==> config.mk <==
export PLATFORM = sky130hd
export DESIGN_NAME = gstm_timer
export DESIGN_NICKNAME = d
export VERILOG_FILES = /design/src/gstm_pin_sync.v /design/src/gstm_timer.v
export VERILOG_INCLUDE_DIRS = /design/src
export SDC_FILE = /design/constraint.sdc
export NUM_CORES = 1
export LEC_CHECK = 0
export ABC_CLOCK_PERIOD_IN_PS = 5350
export BUFFER_PORTS_ARGS = -buffer_cell sky130_fd_sc_hd__buf_2
export CORE_UTILIZATION = 45
export DETAILED_ROUTE_END_ITERATION = 8
export PLACE_DENSITY = 0.71
export SLEW_MARGIN = 15
export SYNTH_ARGS = -nofsm -noshare
export SYNTH_HDL_FRONTEND = slang
export SYNTH_SLANG_ARGS = --single-unit
==> constraint.sdc <==
create_clock -name clk -period 5.35 [get_ports clk]
set_clock_uncertainty 0.1 [all_clocks]
set_input_delay 0 -clock clk [delete_from_list [all_inputs] [get_ports clk]]
set_output_delay 0 -clock clk [all_outputs]
set_load 0.01 [all_outputs]
==> src/gstm_consts.vh <==
// constants for the gated sixteen-bit timer: register map, fields, reset values
// Notes on behaviour
// - counter is sixteen bits, high and low bytes
// - byte write loads counter byte at once
// - instruction clock source advances once per cycle
// - external source advances on each selected edge
// - run off stops; run only counts; both gate
// - select 11 lfosc, 10 pin, 01 sys, 00 sys/4
// - every source, the pin included, advances through the prescaler
// - system clock gives four counts per instruction
// - external pin counts on rising edges
// - external pin synchronised or asynchronous, selectable
// - falling edge needed before first counted rise
// - gate source is pin, comparator 1 or 2
`ifndef GSTM_CONSTS_VH
`define GSTM_CONSTS_VH

// apb register byte offsets
`define GSTM_ADDR_W 5
`define GSTM_OFS_COUNT_LOW 5'h00
`define GSTM_OFS_COUNT_HIGH 5'h04
`define GSTM_OFS_TIMER_CONTROL 5'h08
`define GSTM_OFS_GATE_CONTROL 5'h0c
`define GSTM_OFS_STATUS 5'h10

// timer_control fields
`define GSTM_TC_RUN 0
`define GSTM_TC_ASYNC 2
`define GSTM_TC_PS_LO 4
`define GSTM_TC_PS_HI 5
`define GSTM_TC_CS_LO 6
`define GSTM_TC_CS_HI 7
`define GSTM_TC_RESET 8'h00

// gate_control fields
`define GSTM_GC_SRC_LO 0
`define GSTM_GC_SRC_HI 1
`define GSTM_GC_POL 6
`define GSTM_GC_EN 7
`define GSTM_GC_RESET 8'h00

// status fields
`define GSTM_ST_ACTIVE 0
`define GSTM_ST_GATE 1
`define GSTM_ST_ARMED 2
`define GSTM_ST_WRAPPED 3

// clock select codes
`define GSTM_CS_INSTR 2'h0
`define GSTM_CS_SYS 2'h1
`define GSTM_CS_PIN 2'h2
`define GSTM_CS_LFOSC 2'h3

// gate source codes
`define GSTM_GS_PIN 2'h0
`define GSTM_GS_CMP1 2'h1
`define GSTM_GS_CMP2 2'h2

// timing: system clock and instruction cycle
`define GSTM_CLK_HZ 50000000
`define GSTM_SYS_PER_INSTR 4
`define GSTM_INSTR_LAST 2'h3

// misc widths and values
`define GSTM_COUNT_RESET 16'h0000
`define GSTM_COUNT_ONES 16'hffff
`define GSTM_COUNT_ONE 16'h0001
`define GSTM_PRE_ZERO 3'h0
`define GSTM_PRE_ONE 3'h1
`define GSTM_BYTE_ZERO 8'h00
`define GSTM_WORD_ZERO 32'h00000000

`endif

==> src/gstm_pin_sync.v <==
// two-stage synchroniser with edge detection for one asynchronous input
`timescale 1ns/10ps
module gstm_pin_sync (
    input wire clk,         // system clock
    input wire rst,         // synchronous reset, active high
    input wire async_in,    // raw asynchronous input
    output reg level,       // synchronised level
    output reg rise,        // one-cycle pulse on a rising edge
    output reg fall         // one-cycle pulse on a falling edge
);

////////////////////////////////////////////////////////////////////////////////
reg meta;       // first stage, read only by the second stage
reg sync_q;     // second stage
reg prev;       // delayed copy for edge detection

// synchroniser chain; edges are judged on the second stage only
always @(posedge clk) begin
    if (rst) begin
        meta <= 1'b0;
        sync_q <= 1'b0;
        prev <= 1'b0;
        level <= 1'b0;
        rise <= 1'b0;
        fall <= 1'b0;
    end else begin
        meta <= async_in;
        sync_q <= meta;
        prev <= sync_q;
        level <= sync_q;
        rise <= sync_q & ~prev;
        fall <= ~sync_q & prev;
    end
end

endmodule

==> src/gstm_timer.v <==
// gated sixteen-bit timer with apb register access
//
// Our own choices: the APB slave port and the address map.
`timescale 1ns/10ps
`include "gstm_consts.vh"
module gstm_timer (
    input wire clk,                    // system clock, 50 MHz
    input wire rst,                    // synchronous reset, active high
    input wire psel,                   // apb select
    input wire penable,                // apb access phase
    input wire pwrite,                 // apb direction, high for write
    input wire [31:0] paddr,           // apb byte address
    input wire [31:0] pwdata,          // apb write data
    output reg [31:0] prdata,          // apb read data
    output reg pready,                 // apb ready
    output reg pslverr,                // apb error on unmapped address
    input wire ext_count_pin,          // external count clock pin
    input wire gate_pin,               // dedicated gate pin
    input wire cmp1_out,               // comparator 1 output
    input wire cmp2_out,               // comparator 2 output
    input wire low_freq_internal_osc,  // low-frequency oscillator clock
    output reg wrap_pulse              // one-cycle pulse when the counter wraps
);

////////////////////////////////////////////////////////////////////////////////
// state and configuration

reg [7:0] count_low_byte;     // counter low byte
reg [7:0] count_high_byte;    // counter high byte
reg [7:0] timer_control;      // run, async, prescale, clock select
reg [7:0] gate_control;       // gate enable, polarity, source
reg [1:0] instr_div;          // divides the system clock by four
reg instr_tick;               // one pulse per instruction cycle
reg [2:0] pre_cnt;            // prescaler counter
reg armed;                    // falling edge seen since last disarm
reg ext_pending;              // synchronised-mode edge awaiting instruction tick
reg wrapped;                  // sticky copy of last wrap, cleared by a counter write, for status

wire ext_rise;                // rising edge of external pin
wire ext_fall;                // falling edge of external pin
wire gate_pin_level;          // synchronised gate pin
wire cmp1_level;              // synchronised comparator 1
wire cmp2_level;              // synchronised comparator 2
wire lfosc_rise;              // rising edge of low-frequency oscillator

wire run_enable;              // counter run bit
wire gate_enable;             // gate enable bit
wire async_mode;              // external pin counts without instruction alignment
wire [1:0] clock_select;      // clock source select
wire [1:0] prescale;          // prescaler ratio code
wire gate_polarity;           // gate active level
wire [1:0] gate_source;       // gate source select

////////////////////////////////////////////////////////////////////////////////
// input synchronisers

gstm_pin_sync gstm_sync_ext (
    .clk(clk),
    .rst(rst),
    .async_in(ext_count_pin),
    .level(),
    .rise(ext_rise),
    .fall(ext_fall)
);

gstm_pin_sync gstm_sync_gate (
    .clk(clk),
    .rst(rst),
    .async_in(gate_pin),
    .level(gate_pin_level),
    .rise(),
    .fall()
);

gstm_pin_sync gstm_sync_cmp1 (
    .clk(clk),
    .rst(rst),
    .async_in(cmp1_out),
    .level(cmp1_level),
    .rise(),
    .fall()
);

gstm_pin_sync gstm_sync_cmp2 (
    .clk(clk),
    .rst(rst),
    .async_in(cmp2_out),
    .level(cmp2_level),
    .rise(),
    .fall()
);

gstm_pin_sync gstm_sync_lfosc (
    .clk(clk),
    .rst(rst),
    .async_in(low_freq_internal_osc),
    .level(),
    .rise(lfosc_rise),
    .fall()
);

////////////////////////////////////////////////////////////////////////////////
// field decode

assign run_enable = timer_control[`GSTM_TC_RUN];
assign async_mode = timer_control[`GSTM_TC_ASYNC];
assign prescale = timer_control[`GSTM_TC_PS_HI:`GSTM_TC_PS_LO];
assign clock_select = timer_control[`GSTM_TC_CS_HI:`GSTM_TC_CS_LO];
assign gate_enable = gate_control[`GSTM_GC_EN];
assign gate_polarity = gate_control[`GSTM_GC_POL];
assign gate_source = gate_control[`GSTM_GC_SRC_HI:`GSTM_GC_SRC_LO];

// true when the byte address selects the given register offset
function addr_hit;
    input [31:0] addr;
    input [`GSTM_ADDR_W-1:0] ofs;
    begin
        addr_hit = (addr[31:`GSTM_ADDR_W] == 27'h0000000) && (addr[`GSTM_ADDR_W-1:0] == ofs);
    end
endfunction

// last prescaler count for a ratio of 1, 2, 4 or 8
function [2:0] pre_last;
    input [1:0] code;
    begin
        pre_last = (`GSTM_PRE_ONE << code) - `GSTM_PRE_ONE;
    end
endfunction

////////////////////////////////////////////////////////////////////////////////
// bus decode

wire bus_access = psel & penable & pready;                // completing transfer
wire bus_write = bus_access & pwrite;                      // write takes effect
wire wr_low = bus_write & addr_hit(paddr, `GSTM_OFS_COUNT_LOW);
wire wr_high = bus_write & addr_hit(paddr, `GSTM_OFS_COUNT_HIGH);
wire wr_tc = bus_write & addr_hit(paddr, `GSTM_OFS_TIMER_CONTROL);
wire wr_gc = bus_write & addr_hit(paddr, `GSTM_OFS_GATE_CONTROL);
wire count_write = wr_low | wr_high;                       // any counter byte write

////////////////////////////////////////////////////////////////////////////////
// gate and source selection

reg gate_raw;                 // selected gate source level
reg src_tick;                 // selected clock source event

// pick the gate source
always @* begin
    case (gate_source)
        `GSTM_GS_PIN: gate_raw = gate_pin_level;
        `GSTM_GS_CMP1: gate_raw = cmp1_level;
        `GSTM_GS_CMP2: gate_raw = cmp2_level;
        default: gate_raw = gate_pin_level;
    endcase
end

wire gate_active = (gate_raw == gate_polarity);   // gate at its active level

// counting allowed by run and gate bits
wire count_en = run_enable & (~gate_enable | gate_active);

// synchronised-mode external edge lands on the instruction tick
wire ext_event = async_mode ? (ext_rise & armed) : ((ext_rise & armed) | ext_pending);

// pick the clock source event
always @* begin
    case (clock_select)
        `GSTM_CS_INSTR: src_tick = instr_tick;
        `GSTM_CS_SYS: src_tick = 1'b1;
        `GSTM_CS_PIN: src_tick = async_mode ? ext_event : (ext_event & instr_tick);
        `GSTM_CS_LFOSC: src_tick = lfosc_rise;
        default: src_tick = 1'b0;
    endcase
end

wire pin_mode = (clock_select == `GSTM_CS_PIN);       // counter mode
wire pre_done = (pre_cnt == pre_last(prescale));       // prescaler reaches its ratio
wire advance = count_en & src_tick & pre_done & ~count_write;
wire at_ones = ({count_high_byte, count_low_byte} == `GSTM_COUNT_ONES);

////////////////////////////////////////////////////////////////////////////////
// instruction cycle divider

// one pulse every fourth system clock
always @(posedge clk) begin
    if (rst) begin
        instr_div <= 2'h0;
        instr_tick <= 1'b0;
    end else begin
        instr_div <= instr_div + 2'h1;
        instr_tick <= (instr_div == `GSTM_INSTR_LAST);
    end
end

////////////////////////////////////////////////////////////////////////////////
// falling-edge arming for counter mode

// disarm on disable or counter write; a falling edge while running arms,
// and it wins over a counter write in the same cycle
always @(posedge clk) begin
    if (rst) begin
        armed <= 1'b0;
    end else if (~run_enable) begin
        armed <= 1'b0;
    end else if (ext_fall) begin
        armed <= 1'b1;
    end else if (count_write) begin
        armed <= 1'b0;
    end
end

// hold a synchronised-mode edge until the next instruction tick
always @(posedge clk) begin
    if (rst) begin
        ext_pending <= 1'b0;
    end else if (~run_enable | count_write | async_mode | ~pin_mode) begin
        ext_pending <= 1'b0;
    end else if (instr_tick) begin
        ext_pending <= 1'b0;
    end else if (ext_rise & armed) begin
        ext_pending <= 1'b1;
    end
end

////////////////////////////////////////////////////////////////////////////////
// prescaler

// count source events; restart on counter write or when off
always @(posedge clk) begin
    if (rst) begin
        pre_cnt <= `GSTM_PRE_ZERO;
    end else if (count_write | ~run_enable) begin
        pre_cnt <= `GSTM_PRE_ZERO;
    end else if (count_en & src_tick) begin
        if (pre_done) begin
            pre_cnt <= `GSTM_PRE_ZERO;
        end else begin
            pre_cnt <= pre_cnt + `GSTM_PRE_ONE;
        end
    end
end

////////////////////////////////////////////////////////////////////////////////
// counter

// byte writes load at once and win over an advance
always @(posedge clk) begin
    if (rst) begin
        count_low_byte <= `GSTM_BYTE_ZERO;
        count_high_byte <= `GSTM_BYTE_ZERO;
        wrap_pulse <= 1'b0;
        wrapped <= 1'b0;
    end else begin
        wrap_pulse <= advance & at_ones;
        if (count_write) begin
            wrapped <= 1'b0;
            if (wr_low) begin
                count_low_byte <= pwdata[7:0];
            end
            if (wr_high) begin
                count_high_byte <= pwdata[7:0];
            end
        end else if (advance) begin
            // sixteen-bit increment rolls from all ones to zero
            {count_high_byte, count_low_byte} <= {count_high_byte, count_low_byte} + `GSTM_COUNT_ONE;
            if (at_ones) begin
                wrapped <= 1'b1;
            end
        end
    end
end

////////////////////////////////////////////////////////////////////////////////
// control registers

// software-written configuration
always @(posedge clk) begin
    if (rst) begin
        timer_control <= `GSTM_TC_RESET;
        gate_control <= `GSTM_GC_RESET;
    end else begin
        if (wr_tc) begin
            timer_control <= pwdata[7:0];
        end
        if (wr_gc) begin
            gate_control <= pwdata[7:0];
        end
    end
end

////////////////////////////////////////////////////////////////////////////////
// apb answer: one wait state, registered outputs

reg [31:0] next_prdata;       // read value for the current address
reg next_err;                 // address is unmapped

// read mux and address check
always @* begin
    next_prdata = `GSTM_WORD_ZERO;
    next_err = 1'b0;
    if (addr_hit(paddr, `GSTM_OFS_COUNT_LOW)) begin
        next_prdata[7:0] = count_low_byte;
    end else if (addr_hit(paddr, `GSTM_OFS_COUNT_HIGH)) begin
        next_prdata[7:0] = count_high_byte;
    end else if (addr_hit(paddr, `GSTM_OFS_TIMER_CONTROL)) begin
        next_prdata[7:0] = timer_control;
    end else if (addr_hit(paddr, `GSTM_OFS_GATE_CONTROL)) begin
        next_prdata[7:0] = gate_control;
    end else if (addr_hit(paddr, `GSTM_OFS_STATUS)) begin
        next_prdata[`GSTM_ST_ACTIVE] = count_en;
        next_prdata[`GSTM_ST_GATE] = gate_active;
        next_prdata[`GSTM_ST_ARMED] = armed;
        next_prdata[`GSTM_ST_WRAPPED] = wrapped;
    end else begin
        next_err = 1'b1;
    end
end

// ready rises in the second access cycle and falls after completion
always @(posedge clk) begin
    if (rst) begin
        pready <= 1'b0;
        pslverr <= 1'b0;
        prdata <= `GSTM_WORD_ZERO;
    end else if (psel & penable & ~pready) begin
        pready <= 1'b1;
        pslverr <= next_err;
        prdata <= pwrite ? `GSTM_WORD_ZERO : next_prdata;
    end else begin
        pready <= 1'b0;
        pslverr <= 1'b0;
    end
end

endmodule

==> metrics.yaml <==
status:
  status: "finished, final reports clean"
global_route:
  grtUsageTotal: 0.223
  grt_pass1_wl_um: 14700
  antenna_found_initial: 0
  grt_max_degree: 39
  grt_pass1_vias: 3105
  overflow: 0
synthesis:
  synthFlopType: "dfxtp_1"
  synth_cell_types: 61
  synth_seq_area_share: 0.388
  synthArstFlopShare: 0
  ys_warn_count: 0
  ys_ff_latch: 70
  yosys.area.top_type_share: 0.388
  netlist_instances: 416
  avgSynthCellArea_um2: 8.69
  synth_common_cells: "70 x dfxtp_1, 38 x nand2_1, 32 x nor2_1"
  synth.most_common_cell: "dfxtp_1"
  synth.area.top_cells: "dfxtp_1 39%, mux2i_1 5.8%, buf_4 5.0%, nand2_1 3.9%, nor2b_1 3.6%"
  synth_edf_count: 0
  synth_area_um2: 3620
  yosysTopAreaCell: "dfxtp_1"
critical_path:
  cp.required_ns: 5.49
  crit_path_start_kind: "flop"
  slowest_stage: "nand4_1"
  cpMostUsedCell: "nand4_1"
  path_buf_inv: 0
  slowest_delay_ns: 0.67
  cp.arrival_ns: 3.05
  timing.critical_path.from: "pready"
  path_delay_family: "simple AND/OR/NAND/NOR gates"
  criticalPathCategory: "flop to flop"
  r2r-start: "pready"
  critPathMaxFanout: 15
  crit_path_end_kind: "flop"
  path_depth: 6
  timing.rr.end: "count_high_byte[5]"
  rrSetupSlack_ns: 2.44
  reg2reg_depth: 6
  critPathCapture: "count_high_byte[5]"
  crit_path_cell_trace: "nand4_1, nor3_1, nand3_1, nand4_1, nand2_1, o221a_2"
floorplanning:
  io_pins: 109
  core-area_um2: 7770
  die_x_um: 91.6
  dieHeight_um: 91.6
  rows: 32
  dieArea_um2: 8400
  initial_core_util: 0.466
drt:
  wirelength_um: 8850
  vias_per_cell: 5.60
  avgRoutedWirePerCell_um: 14.8
  antenna_left: 0
  vias: 3359
  first_iter_violations: 310
  first_pass_iters: 6
  drc_errors: 0
power_and_ir_drop:
  vdd_drop_max_mv: 0.198
  power_density_nw_per_um2: 244
  power_mw: 1.05
  p_leak_nw: 1.69
worst_hold_path:
  worstHoldPathType: "primary input to flop"
placement:
  dp_hpwl_um: 6390
  dpl_cell_area_um2: 3890
  dp_slack_ns: 2.28
  gp_routability_congestion: 0.880
  placed_cells: 563
  io_buffers: 60
clocking:
  clockBufferDepth: 2
  numCtsBuffers: 9
  htreeDepth: 3
  cts_tree: "yes"
  clock_latency_ns: 0.35
  clock-root-buffer: "clkbuf_8"
  cts.sinks: 70
  post_cts_buffers: 0
  clk_pin_slew_worst_paths_ns: 0.08
timing:
  hold_slack_ns: 0.0461
  rsz0062_at_grt: "false"
  worst_slack_ns: 2.44
  max_freq_mhz: 344
  fin_crit_sh: 0.544
  worst_pin_slew_ns: 1.07
  slew_headroom: 0.282
  period_minus_slack_ns: 2.91
  tns_ns: 0
  final-max-slew-violation-count: 0
  hold_viol: 0
  setup_viol: 0
cells_and_area:
  nets: 572
  area_delta_synth_final_pct: 19.2
  insertedDiodeCount: 0
  final_cell_area_um2: 4310
  fin_util: 0.555
  drive_gt1_frac: 0.187
  layoutNonFillerInstCount: 600
job:
  maxCapViolCount: 0
==> repair_timing <==
action                    in CTS  in global routing
hold buffers                  21                  0
hold endpoints to repair      44                  0
gates resized for setup        0                  0
==> cells by family (layout without fill, tap and decap cells) <==
kind of cell | count (synthesis) | in the layout | share of synthesized area
fa+ha+maj | 5 | 5 | 0.0173
flops | 70 | 70 | 0.388
other cells | 1 | 24 | 0.00104
buf+inv | 54 | 113 | 0.0855
simple gates | 170 | 170 | 0.258
xor+xnor | 3 | 3 | 0.00727
mux | 21 | 21 | 0.0581
compound gates | 92 | 92 | 0.185
==> power breakdown <==
group          internal, mW  switching, mW
Clock                 0.230          0.211
Sequential            0.528        0.00207
Combinational        0.0339         0.0454
==> registers in the layout, indices dropped and copies added (netlist names), 2 cells and up <==
name and count:
timer_control 8, instr_div 2, prdata 8, count_low_byte 8
pre_cnt 3, count_high_byte 8, gate_control 8
==> worst register-to-register path, cell delays in order, from the launching register on <==
cell and delay [ns]:
dfxtp_1 0.36, nand4_1 0.21, nor3_1 0.26, nand3_1 0.55
nand4_1 0.67, nand2_1 0.32, o221a_2 0.34
==> cell usage in the layout, fill, tap and decap left out, drive strengths merged, types with 3 or more instances in the layout <==
cell	count
a21o	6
a31oi	4
nor2	32
o211ai	8
a21oi	17
or4	7
o211a	3
o221ai	9
o21ai	15
clkbuf	10
mux2i	21
a22oi	3
dlygate4sd3	21
or3	12
nor3	19
clkinvlp	3
a211oi	3
nand2	39
nand3	12
conb	24
nor4	10
dfxtp	70
xor2	3
buf	63
inv	14
ha	5
o22ai	6
nand4	7
nor2b	21
==> how the worst min path moves through the flow <==
stage	depth (start not counted)	endpoint	startpoint	slack, ns
after floorplan	1	gstm_sync_cmp1.meta	cmp1_out	0.03
after global placement	2	gstm_sync_gate.meta	gate_pin	0.11
after detailed placement	2	gstm_sync_gate.meta	gate_pin	0.11
after CTS	3	pslverr	paddr[3]	0.04
after global routing	3	pslverr	paddr[3]	0.07
final	3	pslverr	paddr[3]	0.05
==> cell type report <==
class | instances | area, um2
clock inverters | 6 | 70.1
multi-input cells | 315 | 1990
repair buffers | 84 | 533
flip-flops and latches | 70 | 1400
fillers | 751 | 3460
well taps | 102 | 128
inverters | 13 | 48.8
clock buffers | 10 | 138
==> layer usage <==
| metal | up-vias | GRT usage | wire, um |
|---|---|---|---|
| met4 | 0 | 0.0622 | 152 |
| li1 | 1637 | - | - |
| met5 | - | 0 | 0 |
| met1 | 1560 | 0.276 | 3760 |
| met2 | 146 | 0.368 | 4300 |
| met3 | 16 | 0.0755 | 640 |
Note: power is estimated with default switching activity, not from simulation.
